### src/logic/pdev_consts.svh
// Constants for the PD MAC event-status block: register indices, bit positions and reset values.
// Assumes inclusion by bare name from the package and the design file.
`ifndef PDEV_CONSTS_SVH
`define PDEV_CONSTS_SVH

// Register indices; byte address is four times the index
`define PDEV_IDX_SUMMARY 16'h1A80
`define PDEV_IDX_TX_STAT 16'h1A81
`define PDEV_IDX_RX_STAT 16'h1A82
`define PDEV_IDX_TX_EN 16'h1A89
`define PDEV_IDX_RX_EN 16'h1A8A
`define PDEV_IDX_MODE 16'h1A90
`define PDEV_IDX_RX_CTL_SECOND 16'h1A91

// Transmit event bits
`define PDEV_TX_ACKED 0
`define PDEV_TX_FAILED 1
`define PDEV_TX_END 3

// Receive event bits
`define PDEV_RX_MSG 0
`define PDEV_VALID_START_FRAMING_SEEN 1
`define PDEV_VALID_END_FRAMING_SEEN 2
`define PDEV_RX_HARD_RST 3
`define PDEV_RX_RESERVED 4
`define PDEV_RX_CABLE_RST 5
`define PDEV_RX_IDLE 6
`define PDEV_RX_FIFO 7

// Summary bits
`define PDEV_SUM_TX 0
`define PDEV_SUM_RX 1

// Mode register bits
`define PDEV_MODE_RETRY 0
`define PDEV_MODE_RESPONSE 1
`define PDEV_MODE_ACK_TMR 2

// Masks of implemented bits and reset values
`define PDEV_TX_W1C_MASK 8'h0B
`define PDEV_RX_W1C_MASK 8'h6F
`define PDEV_TX_STAT_RESET 8'h00
`define PDEV_RX_STAT_RESET 8'h40
`define PDEV_EN_RESET 8'h00
`define PDEV_MODE_RESET 3'h0
`define PDEV_SOP_EN_RESET 5'h00

`endif

### src/logic/pdev_pkg.sv
// Types shared by the PD MAC event-status block and its bench.
// Assumes the constants header sits beside it.
`include "pdev_consts.svh"

package pdev_pkg;
  typedef logic [15:0] pdev_addr_t;
  typedef logic [31:0] pdev_word_t;
  typedef logic [7:0] pdev_byte_t;
  typedef logic [2:0] pdev_sop_type_t;
  typedef enum logic {PDEV_BUS_IDLE, PDEV_BUS_ANSWER} pdev_bus_state_t;
endpackage : pdev_pkg

### src/logic/pdev_event_status.sv
// Transmit and receive event-status registers of a PD MAC, with enables and summary.
// Assumes event strobes come from datapath logic on clk; the line activity input is a pin.
//
// Our own choice: the Avalon-MM interface to the registers.
`timescale 1ns/1ns
`default_nettype none
`include "pdev_consts.svh"

module pdev_event_status (
  // Clock, reset, enable
  input wire logic clk,
  input wire logic rstn,
  input wire logic ce,
  // Avalon-MM slave
  input wire pdev_pkg::pdev_addr_t address,
  input wire logic read,
  input wire logic write,
  input wire logic [3:0] byteenable,
  input wire pdev_pkg::pdev_word_t writedata,
  output pdev_pkg::pdev_word_t readdata,
  output logic waitrequest,
  // Transmitter events
  input wire logic ack_timer_expired,
  input wire logic retry_limit_exceeded,
  input wire logic goodcrc_reply_seen,
  input wire logic tx_is_reset_signal,
  input wire logic tx_switched_off,
  // Receiver events
  input wire logic rx_fifo_has_data,
  input wire logic line_activity_pin,
  input wire logic rx_cable_reset,
  input wire logic rx_hard_reset,
  input wire logic valid_start_framing_seen_ok,
  input wire logic valid_end_framing_seen_ok,
  input wire logic valid_end_framing_seen_bad,
  input wire pdev_pkg::pdev_sop_type_t valid_start_framing_seen_type,
  input wire logic rx_msg_ok,
  input wire logic rx_msg_is_goodcrc,
  input wire logic rx_msg_is_duplicate,
  // Controls toward the datapaths
  output logic auto_retry_mode,
  output logic auto_response_mode,
  output logic ack_timer_enable,
  output logic [4:0] receive_control_second,
  output logic rx_discard,
  // Interrupt request lines
  output logic tx_event_irq,
  output logic rx_event_irq
);
  import pdev_pkg::*;

  pdev_bus_state_t bus_state;
  pdev_byte_t tx_stat;
  pdev_byte_t rx_stat;
  pdev_byte_t tx_en;
  pdev_byte_t rx_en;
  pdev_byte_t next_tx_set;
  pdev_byte_t next_rx_set;
  pdev_byte_t tx_clr;
  pdev_byte_t rx_clr;
  pdev_byte_t rx_view;
  pdev_byte_t summary;
  pdev_byte_t read_byte;
  logic sync_a;
  logic sync_b;
  logic sync_c;
  logic line_busy;
  logic line_went_quiet;
  logic idle_enable_rise;
  logic take;
  logic wr_low;
  logic sop_type_enabled;
  logic frame_open;
  logic msg_kept;

  // Register hit helper: byte address is four times the index
  function automatic logic hit(input pdev_addr_t addr, input logic [15:0] idx);
    hit = (addr == {idx[13:0], 2'b00});
  endfunction : hit

  // Bus handshake: the request is taken on the edge that sees waitrequest low
  assign take = ce && (read || write) && (bus_state == PDEV_BUS_ANSWER);
  assign wr_low = take && write && byteenable[0];

  // Answer one cycle after the request is seen, then release for one cycle
  always_ff @(posedge clk) begin
    if (!rstn) begin
      bus_state <= PDEV_BUS_IDLE;
      waitrequest <= 1'b1;
    end else if (ce) begin
      case (bus_state)
        PDEV_BUS_IDLE: begin
          if (read || write) begin
            bus_state <= PDEV_BUS_ANSWER;
            waitrequest <= 1'b0;
          end
        end
        PDEV_BUS_ANSWER: begin
          bus_state <= PDEV_BUS_IDLE;
          waitrequest <= 1'b1;
        end
        default: begin
          bus_state <= PDEV_BUS_IDLE;
          waitrequest <= 1'b1;
        end
      endcase
    end
  end

  // Line activity pin: three stages, a change counts once the last two agree
  always_ff @(posedge clk) begin
    if (!rstn) begin
      sync_a <= 1'b0;
      sync_b <= 1'b0;
      sync_c <= 1'b0;
      line_busy <= 1'b0;
    end else if (ce) begin
      sync_a <= line_activity_pin;
      sync_b <= sync_a;
      sync_c <= sync_b;
      if (sync_b == sync_c) begin
        line_busy <= sync_c;
      end
    end
  end

  // Idle edge and enable edge; both need clock, so a held clock reports nothing
  assign line_went_quiet = line_busy && (sync_b == sync_c) && !sync_c;
  assign idle_enable_rise = wr_low && hit(address, `PDEV_IDX_RX_EN)
                            && writedata[`PDEV_RX_IDLE] && !rx_en[`PDEV_RX_IDLE]
                            && !line_busy;

  // SOP type filter for start and end framing
  assign sop_type_enabled = (valid_start_framing_seen_type < 3'h5) && receive_control_second[valid_start_framing_seen_type];

  // Remember whether the open frame began with an enabled SOP type
  always_ff @(posedge clk) begin
    if (!rstn) begin
      frame_open <= 1'b0;
    end else if (ce) begin
      if (valid_start_framing_seen_ok) begin
        frame_open <= sop_type_enabled;
      end else if (valid_end_framing_seen_ok || valid_end_framing_seen_bad) begin
        frame_open <= 1'b0;
      end
    end
  end

  // Messages that the modes swallow never reach the message flag
  assign msg_kept = rx_msg_ok
                    && !(auto_retry_mode && rx_msg_is_goodcrc)
                    && !(auto_response_mode && rx_msg_is_duplicate);

  // Hardware set terms of the transmit flags
  always_comb begin
    next_tx_set = 8'h00;
    next_tx_set[`PDEV_TX_FAILED] = (auto_retry_mode || ack_timer_enable)
                                   && (ack_timer_expired || retry_limit_exceeded);
    next_tx_set[`PDEV_TX_ACKED] = auto_retry_mode && goodcrc_reply_seen
                                  && !tx_is_reset_signal;
    next_tx_set[`PDEV_TX_END] = tx_switched_off;
  end

  // Hardware set terms of the receive flags
  always_comb begin
    next_rx_set = 8'h00;
    next_rx_set[`PDEV_RX_IDLE] = line_went_quiet || idle_enable_rise;
    next_rx_set[`PDEV_RX_CABLE_RST] = rx_cable_reset;
    next_rx_set[`PDEV_RX_HARD_RST] = rx_hard_reset;
    next_rx_set[`PDEV_VALID_END_FRAMING_SEEN] = valid_end_framing_seen_ok && frame_open;
    next_rx_set[`PDEV_VALID_START_FRAMING_SEEN] = valid_start_framing_seen_ok && sop_type_enabled;
    // Set on acceptance, ahead of any automatic GoodCRC reply
    next_rx_set[`PDEV_RX_MSG] = msg_kept;
  end

  // Write-one-to-clear masks; zero bits clear nothing
  assign tx_clr = (wr_low && hit(address, `PDEV_IDX_TX_STAT))
                  ? (writedata[7:0] & `PDEV_TX_W1C_MASK) : 8'h00;
  assign rx_clr = (wr_low && hit(address, `PDEV_IDX_RX_STAT))
                  ? (writedata[7:0] & `PDEV_RX_W1C_MASK) : 8'h00;

  // Transmit flags: set wins over a clear in the same cycle
  always_ff @(posedge clk) begin
    if (!rstn) begin
      tx_stat <= `PDEV_TX_STAT_RESET;
    end else if (ce) begin
      tx_stat <= ((tx_stat & ~tx_clr) | next_tx_set) & `PDEV_TX_W1C_MASK;
    end
  end

  // Receive flags: set wins over a clear in the same cycle
  always_ff @(posedge clk) begin
    if (!rstn) begin
      rx_stat <= `PDEV_RX_STAT_RESET;
    end else if (ce) begin
      rx_stat <= ((rx_stat & ~rx_clr) | next_rx_set) & `PDEV_RX_W1C_MASK;
    end
  end

  // Live FIFO bit and zero reserved bit merged into the receive view
  always_comb begin
    rx_view = rx_stat;
    rx_view[`PDEV_RX_FIFO] = rx_fifo_has_data;
    rx_view[`PDEV_RX_RESERVED] = 1'b0;
  end

  // Summary is derived, never stored, so it cannot drift from its sources
  always_comb begin
    summary = 8'h00;
    summary[`PDEV_SUM_TX] = |(tx_stat & tx_en);
    summary[`PDEV_SUM_RX] = |(rx_view & rx_en);
  end

  // Enable registers
  always_ff @(posedge clk) begin
    if (!rstn) begin
      tx_en <= `PDEV_EN_RESET;
      rx_en <= `PDEV_EN_RESET;
    end else if (ce && wr_low) begin
      if (hit(address, `PDEV_IDX_TX_EN)) begin
        tx_en <= writedata[7:0];
      end else if (hit(address, `PDEV_IDX_RX_EN)) begin
        rx_en <= writedata[7:0];
      end
    end
  end

  // Mode and SOP-type enables that steer the datapaths and this block
  always_ff @(posedge clk) begin
    if (!rstn) begin
      auto_retry_mode <= `PDEV_MODE_RESET == 3'h7;
      auto_response_mode <= 1'b0;
      ack_timer_enable <= 1'b0;
      receive_control_second <= `PDEV_SOP_EN_RESET;
    end else if (ce && wr_low) begin
      if (hit(address, `PDEV_IDX_MODE)) begin
        auto_retry_mode <= writedata[`PDEV_MODE_RETRY];
        auto_response_mode <= writedata[`PDEV_MODE_RESPONSE];
        ack_timer_enable <= writedata[`PDEV_MODE_ACK_TMR];
      end else if (hit(address, `PDEV_IDX_RX_CTL_SECOND)) begin
        receive_control_second <= writedata[4:0];
      end
    end
  end

  // Read multiplexer; unmapped addresses read as zero
  always_comb begin
    read_byte = 8'h00;
    if (hit(address, `PDEV_IDX_SUMMARY)) begin
      read_byte = summary;
    end else if (hit(address, `PDEV_IDX_TX_STAT)) begin
      read_byte = tx_stat;
    end else if (hit(address, `PDEV_IDX_RX_STAT)) begin
      read_byte = rx_view;
    end else if (hit(address, `PDEV_IDX_TX_EN)) begin
      read_byte = tx_en;
    end else if (hit(address, `PDEV_IDX_RX_EN)) begin
      read_byte = rx_en;
    end else if (hit(address, `PDEV_IDX_MODE)) begin
      read_byte = {5'h00, ack_timer_enable, auto_response_mode, auto_retry_mode};
    end else if (hit(address, `PDEV_IDX_RX_CTL_SECOND)) begin
      read_byte = {3'h0, receive_control_second};
    end
  end

  // Read data is loaded as waitrequest drops, so it stands on the taking edge
  always_ff @(posedge clk) begin
    if (!rstn) begin
      readdata <= 32'h00000000;
    end else if (ce && (bus_state == PDEV_BUS_IDLE) && read) begin
      readdata <= {24'h000000, read_byte};
    end
  end

  // Discard strobe for dropped packets, one cycle per event
  always_ff @(posedge clk) begin
    if (!rstn) begin
      rx_discard <= 1'b0;
    end else if (ce) begin
      rx_discard <= valid_end_framing_seen_bad || (rx_msg_ok && !msg_kept);
    end
  end

  // Interrupt lines follow the summary a cycle later
  always_ff @(posedge clk) begin
    if (!rstn) begin
      tx_event_irq <= 1'b0;
      rx_event_irq <= 1'b0;
    end else if (ce) begin
      tx_event_irq <= summary[`PDEV_SUM_TX];
      rx_event_irq <= summary[`PDEV_SUM_RX];
    end
  end
endmodule : pdev_event_status
`default_nettype wire

### config.mk
export PLATFORM = sky130hd
export DESIGN_NAME = pdev_event_status
export DESIGN_NICKNAME = d
export VERILOG_FILES = /design/src/logic/pdev_pkg.sv /design/src/logic/pdev_event_status.sv
export VERILOG_INCLUDE_DIRS = /design/src /design/src/logic
export SDC_FILE = /design/constraint.sdc
export NUM_CORES = 1
export LEC_CHECK = 0
export ABC_AREA = 1
export BUFFER_PORTS_ARGS = -buffer_cell sky130_fd_sc_hd__buf_2
export CAP_MARGIN = 10
export CORE_MARGIN = 5
export CORE_UTILIZATION = 48
export DETAILED_ROUTE_END_ITERATION = 6
export PLACE_DENSITY = 0.8
export SLEW_MARGIN = 30
export SYNTH_ARGS = -nofsm -noshare
export SYNTH_HDL_FRONTEND = slang
export SYNTH_SLANG_ARGS = --single-unit
### constraint.sdc
create_clock -name clk -period 2 [get_ports clk]
set_input_delay 0.4 -clock clk [delete_from_list [all_inputs] [get_ports clk]]
set_output_delay 0.4 -clock clk [all_outputs]
set_load 0.005 [all_outputs]
# Yosys cells after proc, flatten, opt, wreduce, memory -nomap -nowiden
# Cells that the tools add are included.
op_classes:
  mux: 17
  bitwise: 11
  magnitude_cmp: 2
  n_reduce_logical: 49
  n_eq_ne: 9
op_table:
  columns: ["cell", "count"]
  rows:
  - ["$eq A16 B15 Y1 const B", 7]
  - ["$mux W8", 5]
  - ["$logic_and A1 B1 Y1", 26]
  - ["$reduce_or A8 Y1", 2]
  - ["$mux W5", 2]
  - ["$reduce_and A2 Y1", 5]
  - ["$and A4 B8 Y8", 1]
  - ["$and A8 B8 Y8", 1]
  - ["$and A7 B7 Y7", 1]
  - ["$logic_not A1 Y1", 7]
  - ["$mux W7", 1]
  - ["$not A7 Y7", 1]
  - ["$or A7 B7 Y7", 1]
  - ["$logic_or A1 B1 Y1", 6]
  - ["$reduce_and A3 Y1", 2]
  - ["$mux W1", 5]
  - ["$and A4 B4 Y4", 1]
  - ["$lt A3 B4 Y1 const B", 1]
  - ["$mux W4", 1]
  - ["$not A4 Y4", 1]
  - ["$or A4 B4 Y4", 1]
  - ["$pmux W1 S2", 2]
  - ["$bmux W1 S3", 1]
  - ["$lt A3 B3 Y1 const B", 1]
  - ["other kinds (4)", 6]
totals:
  input_bits: 75
  word_cells: 107
  regBits: 51
  output_inout_bits: 44

# Longest topological paths before layout
# Gate-level depths: netlist of the first run.
logic_depth:
  ltp_word: 11
  ltp_mapped: 12
  depth_no_buf: 12

# Least setup slack after synthesis of the first run
# Ideal clock, no wire load.
synth_path:
  kind: "in2reg"
  startpoint: "input port address[8]"
  endpoint: "register rx_en[2]"
  arrival_time_ns: 1.397
  path_slack_ns: 0.484
  stages: 8
  required_ns: 1.881
  n_path_buf: 0
  path_cell_list: "nor2_1 nand3_1 nor2_1 nand3_1 nor2_4 inv_2 o21ai_0 a21oi_1"
synth_between:
  elab_chain_cells: 3
  word_cells_on_any_way: 4
  cone_classes: "eq/ne: 2; bitwise: 1; reduce/logical: 1"
synth_rtl:
  columns: ["element", "line", "source"]
  rows:
  - ["start: declaration", "pdev_event_status.sv:15", "input wire pdev_pkg::pdev_addr_t address,"]
  - ["$eq A16 B15 Y1", "pdev_event_status.sv:78", "hit = (addr == {idx[13:0], 2'b00});"]
  - ["$not A1 Y1 (no source line)", null, null]
  - ["$reduce_and A3 Y1 (no source line) *", null, null]
  - ["end signal: assignment", "pdev_event_status.sv:218", "rx_en <= `PDEV_EN_RESET;"]
  - ["end signal: assignment", "pdev_event_status.sv:223", "rx_en <= writedata[7:0];"]
  - ["end: declaration", "pdev_event_status.sv:56", "pdev_byte_t rx_en;"]
# Every way passes the cells marked *; elsewhere a longest branch is shown, timed or not.
# A chain may end at the register's enable or synchronous reset.

# Worst setup path in the final report of the first run
layout_path:
  startpoint: "register bus_state"
  endpoint: "register receive_control_second[1]"
layout_between:
  elab_chain_cells: 5
layout_rtl:
  columns: ["element", "line", "source"]
  rows:
  - ["start: declaration", "pdev_event_status.sv:52", "pdev_bus_state_t bus_state;"]
  - ["start signal: assignment", "pdev_event_status.sv:88", "bus_state <= PDEV_BUS_IDLE;"]
  - ["start signal: assignment", "pdev_event_status.sv:94", "bus_state <= PDEV_BUS_ANSWER;"]
  - ["start signal: assignment", "pdev_event_status.sv:99", "bus_state <= PDEV_BUS_IDLE;"]
  - ["$logic_and A1 B1 Y1", "pdev_event_status.sv:82", "assign take = ce && (read || write) && (bus_state == PDEV_BUS_ANSWER);"]
  - ["$logic_and A1 B1 Y1 (2 in a row)", "pdev_event_status.sv:83", "assign wr_low = take && write && byteenable[0];"]
  - ["$logic_and A1 B1 Y1", "pdev_event_status.sv:235", "end else if (ce && wr_low) begin"]
  - ["$reduce_and A3 Y1 (no source line)", null, null]
  - ["end signal: assignment", "pdev_event_status.sv:234", "receive_control_second <= `PDEV_SOP_EN_RESET;"]
  - ["end signal: assignment", "pdev_event_status.sv:241", "receive_control_second <= writedata[4:0];"]
  - ["end: declaration", "pdev_event_status.sv:44", "output logic [4:0] receive_control_second,"]
# Every way passes these cells.

==> summary.txt, run 1 <==
Drt
  • Routed wire length: 7160 um
  • Drc violations: 0
  • 1st-pass router iterations: 5
  • Via density: 5.10
  • First DRT Iteration DRCs: 229
  • Detailed-route wire length per cell: 13.0 um
  • Antenna-violating nets left: 0
  • Via count: 2,811

STA
  • Fin crit period: 1590 ps
  • Final count of hold timing violations: 0
  • Final Cycle Share: 0.797
  • Worst Skew: 10.9 ps
  • FMAX: 0.627 GHz
  • Max Slew Vio Count: 0
  • Finish-stage setup viols: 0
  • Unrepaired setup endpoints after global routing: false
  • Hold WS: 315 ps
  • Final TNS setup: 0 ps

Clocking
  • CTS Sinks: 51
  • Post-CTS setup buffers: 0
  • Root Driver: clkbuf_8
  • CTS H-tree depth: 2
  • Clk_lat worst skew: 300 ps
  • CTS max path bufs: 2
  • CTS tree: yes
  • Hold_buf cts: 0
  • # resized after CTS: 0
  • TritonCTS buffer count: 5
  • Worst-path clk slew: 100 ps

Flow run
  • Max-cap check violation count: 0

Floorplanning
  • Core Footprint: 0.00557 mm^2
  • Top Ports: 119
  • Initial Util: 0.497
  • Row count: 27
  • DIE WIDTH: 86 um
  • Die height: 86 um
  • Die footprint: 0.00740 mm^2

Pwr
  • PD cells: 576 mW/mm^2
  • Clk pwr share: 0.329
  • Sw Ratio: 0.251
  • Leakage: 1.48 nW
  • Pwr Total: 1.86 mW
  • Sequential power share: 0.562
  • Logic pwr share: 0.110
  • Peak supply drop: 0.584 mV
  • Cell Int Power: 1.40 mW
  • Switching power: 0.469 mW

Synthesis
  • Yosys warns: 0
  • Netlist cell types: 27
  • Top post-synthesis cells by area: dfxtp_1, nand2_1, a21oi_1
  • Yosys top cell area share: 0.368
  • Synth Area in Compound Gates: 0.194
  • Mux contribution to synthesized area: 0
  • Main combinational cell family by area after synthesis: simple AND/OR/NAND/NOR gates
  • Synth Register Bits: 51
  • XOR/XNOR Fraction of Synth Area: 0
  • Simple-gate share of the synthesized area: 0.281
  • Post-synth top area cell: dfxtp_1
  • Post-Syn Instances: 403
  • Synthesized area per cell: 6.88 um^2
  • Synth Area in Adders: 0
  • Register area share after synthesis: 0.368
  • Synthesized area: 0.00277 mm^2

Final layout
  • Synth-to-Final Area Change: 16.7%
  • Fillers: 579
  • Inserted Diodes: 0
  • Share of cells above drive strength 1: 0.213
  • NumNets Final: 553
  • Non-filler cells in the finished layout: 551

GRT
  • Initial antenna violation count: 0
  • Largest net degree at the start of global routing: 22
  • Global-route wire length before repair: 11,800 um
  • All-Layer GR Usage: 0.197
  • Vias in the first global route: 2,553
  • GRT Residual Overflow: 0

Placed design
  • Placed cells: 543
  • Global placer's final weighted congestion: 0.907
  • Detailed Place HPWL: 5740 um
  • IO buf count: 67

Worst hold path
  • Hold Crit Class: in2reg

Critical path
  • CP top delay family: simple AND/OR/NAND/NOR gates
  • Critical path peak fanout: 10
  • CP startpoint kind: flip-flop
  • Crit-path cells: nand2_1, inv_1, nand3_2, inv_1, nand2_1, o21ai_0, a21oi_1
  • Worst Path Required: 2180 ps
  • Slowest cell on crit path: dfxtp_1
  • Crit Path Category: reg2reg
  • WP data arrival: 1770 ps
  • Highest cell delay on the worst timing path: 410 ps
  • WP buf/inv: 2
  • Critical Path End Type: flip-flop

Status
  • Status: finished, final reports clean
==> flip-flops by register name (all words and copies together), names as in the netlist, 3 cells and up <==
| register | flops |
|---|---|
| readdata | 8 |
| tx_stat | 3 |
| rx_stat | 6 |
| rx_en | 8 |
| tx_en | 8 |
| receive_control_second | 5 |
==> cells in the mapped netlist (all sizes together) <==
master / count
nand2: 67
inv: 59
dfxtp: 51
nor2: 45
a21oi: 41
o21ai: 35
nand3: 28
buf: 25
nand4: 15
nor3: 8
a211oi: 6
clkbuf: 6
o211ai: 6
o21a: 5
a31oi: 2
a221oi: 1
conb: 1
o221ai: 1
or2: 1
==> through the flow <==
| stage | area [um^2] | worst slack, ps | util |
|---|---|---|---|
| 3_5_place_dp | 3140 | 159 | 0.564 |
| 5_1_grt | 3240 | 201 | 0.581 |
| 6_report | 3240 | 406 | 0.581 |
| 3_3_place_gp | 3140 | 164 | 0.564 |
| 4_1_cts | 3240 | 409 | 0.581 |
| 2_1_floorplan | 2860 | 484 | - |
==> cell families (layout without fill, tap and decap cells) <==
logic type	count (synthesis)	in the layout
and+or+nand+nor	164	164
DFF	51	51
buffers and inverters	90	143
AOI/OAI and AO/OA	97	97
other	1	24
==> power by group through the flow <==
stage / combinational, mW / sequential, mW / clock (mW)
after floorplan: 0.142 / 1.07 / 0
after global placement: 0.197 / 1.07 / 0
after detailed placement: 0.201 / 1.07 / 0
after CTS: 0.203 / 1.05 / 0.632
after global routing: 0.230 / 1.05 / 0.681
final: 0.204 / 1.05 / 0.613
==> final cells by class <==
cell class | count | area (um^2) | share of cell area
multi-input combinational | 285 | 1410 | 0.434
sequential | 51 | 1020 | 0.315
inverter | 59 | 221 | 0.0684
clock buffer | 7 | 86.3 | 0.0267
clock inverter | 1 | 8.76 | 0.00271
timing repair buffer | 76 | 403 | 0.124
tap | 72 | 90.1 | 0.0278
==> placed cells by master (no fill, tap or decap) <==
master / count
inv_1: 54
a31oi_1: 2
conb_1: 24
nand4_1: 15
nand2_2: 1
nand3_2: 2
dfxtp_1: 51
nor3_2: 1
nor2_1: 38
o21ai_1: 1
inv_2: 5
a221oi_1: 1
buf_2: 67
o21a_1: 5
buf_4: 9
nor3_1: 5
clkbuf_8: 6
o221ai_1: 1
o21ai_0: 34
a21oi_1: 41
a211oi_1: 6
or2_2: 1
clkbuf_1: 1
nand3_1: 26
nor2_4: 4
nand2_1: 66
nor3_4: 2
nor2_2: 3
clkinv_4: 1
o211ai_1: 6
==> worst min-delay path: cells and delay by family <==
kind / cells / cell delay (ps)
and+or+nand+nor: 2 / 110
buffers and inverters: 1 / 70
==> layer usage <==
layer,up-vias,share of wire,track usage
li1,1434,-,-
met1,1258,0.46,0.278
met2,113,0.45,0.314
met4,0,0.0075,0.0417
met5,-,0,0
met3,6,0.091,0.0346
==> path summary, 6_finish.rpt <==
| check | to | cells past startpoint | start | slack [ps] |
|---|---|---|---|---|
| hold / removal | sync_a | 3 | line_activity_pin | 320 |
| hold reg to reg | rx_en[4] | 2 | rx_en[4] | 460 |
| setup reg to reg | receive_control_second[1] | 7 | bus_state | 410 |
| setup / recovery | receive_control_second[1] | 7 | bus_state | 410 |
(Power assumes the default switching activity.)
==> run 2, diff against run 1 <==
CORE_UTILIZATION = 43   (was 48)
PLACE_DENSITY = 0.76   (was 0.8)
clock period = 1.4 ns   (was 2 ns; I/O delays follow)
==> run 2 against run 1 <==
Net effect: via count rose by 5.6%; count of clock-buffer cells in the layout fell by 1; combinational power rose by 63%; non-clock buffer count rose by 25; register-to-register slack got worse by 320 ps; critical path type is now in2reg; largest cell class unchanged; largest power group unchanged.
==> summary.txt, run 2 (synthesized netlist as in run 1, its figures left out) <==
GRT
  • GRT Residual Overflow: 0
  • Global-route wire length before repair: 12,900 um
  • Largest net degree at the start of global routing: 31
  • All-Layer GR Usage: 0.187
  • Met2 Use GR: 0.316
  • Initial antenna violation count: 0
  • Grt peak-use layer: met2
  • Met3 Use GR: 0.0325
  • Vias in the first global route: 2,838
  • GR Layer Usage met1: 0.243

Clocking
  • Worst-path clk slew: 100 ps
  • CTS H-tree depth: 2
  • CTS max path bufs: 2
  • CTS tree: yes
  • Root Driver: clkbuf_8
  • CTS Sinks: 51
  • TritonCTS buffer count: 5
  • Clk_lat worst skew: 300 ps

Critical path
  • Highest cell delay on the worst timing path: 220 ps
  • Worst path depth: 10
  • Critical Path Most Common Cell: inv_1
  • R2R depth: 8
  • FF-to-FF Start: bus_state
  • Critical Path End Type: flip-flop
  • Crit Path Category: in2reg
  • Worst Path Required: 1600 ps
  • CP startpoint kind: input pin
  • Critical path peak fanout: 10
  • WP data arrival: 1510 ps
  • Crit-path cells: buf_2, inv_1, nor2_1, nand2_1, inv_1, nand3_1, nor2_4, inv_4, o21ai_0, a21oi_1
  • Slowest cell on crit path: nand3_1
  • CP top delay family: simple AND/OR/NAND/NOR gates
  • Reg2reg setup slack: 90 ps
  • FF-to-FF End: tx_en[0]
  • WP buf/inv: 4

STA
  • Final Cycle Share: 0.937
  • Max Slew Vio Count: 0
  • Setup ws final: 88.4 ps
  • FMAX: 0.762 GHz
  • Finish-stage setup viols: 0
  • Worst Skew: 12.6 ps
  • Final count of hold timing violations: 0
  • Hold WS: 211 ps
  • Fin crit period: 1310 ps
  • Final TNS setup: 0 ps

Final layout
  • Fillers: 584
  • Regs by FF count: readdata x8, rx_en x8, tx_en x8
  • Synth-to-Final Area Change: 28.9%
  • Share of cells above drive strength 1: 0.286
  • Commonest non-fill, non-tap cell in the layout: buf_2
  • Most frequent cells in the layout: buf_2, nand2_1, inv_1
  • Final instance area: 0.00357 mm^2
  • Layout Utilization: 0.566
  • Non-filler cells in the finished layout: 581
  • NumNets Final: 578
  • Inserted Diodes: 0

Worst hold path
  • Hold_sp: line_activity_pin
  • Worst hold endpoint: sync_a
  • Hold path cells: 3
  • Hold Crit Class: in2reg

Placed design
  • DP Area: 0.00336 mm^2
  • Global placer's final weighted congestion: 0.912
  • Detailed Place HPWL: 5900 um
  • Dpl ws: -245 ps
  • Placed cells: 571
  • IO buf count: 67

Status
  • Status: finished, final reports clean

Drt
  • Drc violations: 0
  • Routed wire length: 7690 um
  • Antenna-violating nets left: 0
  • Via count: 2,969
  • 1st-pass router iterations: 5
  • First DRT Iteration DRCs: 291
  • Detailed-route wire length per cell: 13.2 um
  • Via density: 5.11

Floorplanning
  • Initial Util: 0.439
  • DIE WIDTH: 90.3 um
  • Die height: 90.3 um
  • Top Ports: 119
  • Core Footprint: 0.00631 mm^2
  • Die footprint: 0.00815 mm^2
  • Row count: 29

Pwr
  • Pwr Total: 3.04 mW
  • PD cells: 851 mW/mm^2
  • Peak supply drop: 0.781 mV
  • Leakage: 1.64 nW

Flow run
  • Max-cap check violation count: 0
run 2: worst max-delay path by stage:
stage	from	end	slack [ps]
2_1_floorplan	address[8]	rx_en[2]	4
3_3_place_gp	address[10]	tx_stat[0]	-200
3_5_place_dp	address[15]	tx_en[2]	-240
4_1_cts	bus_state	receive_control_second[0]	30
5_1_grt	address[9]	readdata[1]	-10
6_report	address[5]	rx_en[5]	90
run 2: per-layer routing:
metal | routed length [um] | share of wire | up-vias
met4 | 124 | 0.016 | 0
met3 | 634 | 0.082 | 16
met2 | 3670 | 0.48 | 148
met1 | 3260 | 0.42 | 1320
met5 | 0 | 0 | -
li1 | - | - | 1485
run 2: power breakdown:
group	switching, mW	internal (mW)
Sequential	0.0191	1.48
Combinational	0.195	0.137
Clock	0.497	0.715
run 2: cell type report:
| class | count | area (um^2) | share of cell area |
|---|---|---|---|
| clock buffers | 6 | 72.6 | 0.0203 |
| clock inverters | 2 | 60.1 | 0.0168 |
| inverters | 59 | 226 | 0.0634 |
| multi-input cells | 285 | 1460 | 0.409 |
| flip-flops and latches | 51 | 1030 | 0.287 |
| well taps | 77 | 96.3 | 0.0270 |
| repair buffers | 101 | 632 | 0.177 |
run 2: worst register-to-register path, delay by kind of cell (launching register included):
family	cells	cell delay (ps)
AO/OA/AOI/OAI	2	240
AND/OR/NAND/NOR	3	280
flip-flops	1	370
buffers and inverters	3	370
run 2: repair_timing:
item                       4_1_cts  5_1_grt
pin swaps                        0        6
setup endpoints to repair        2       34
buffers inserted                 0        2
hold buffers                     0        0
resized for setup                2       24
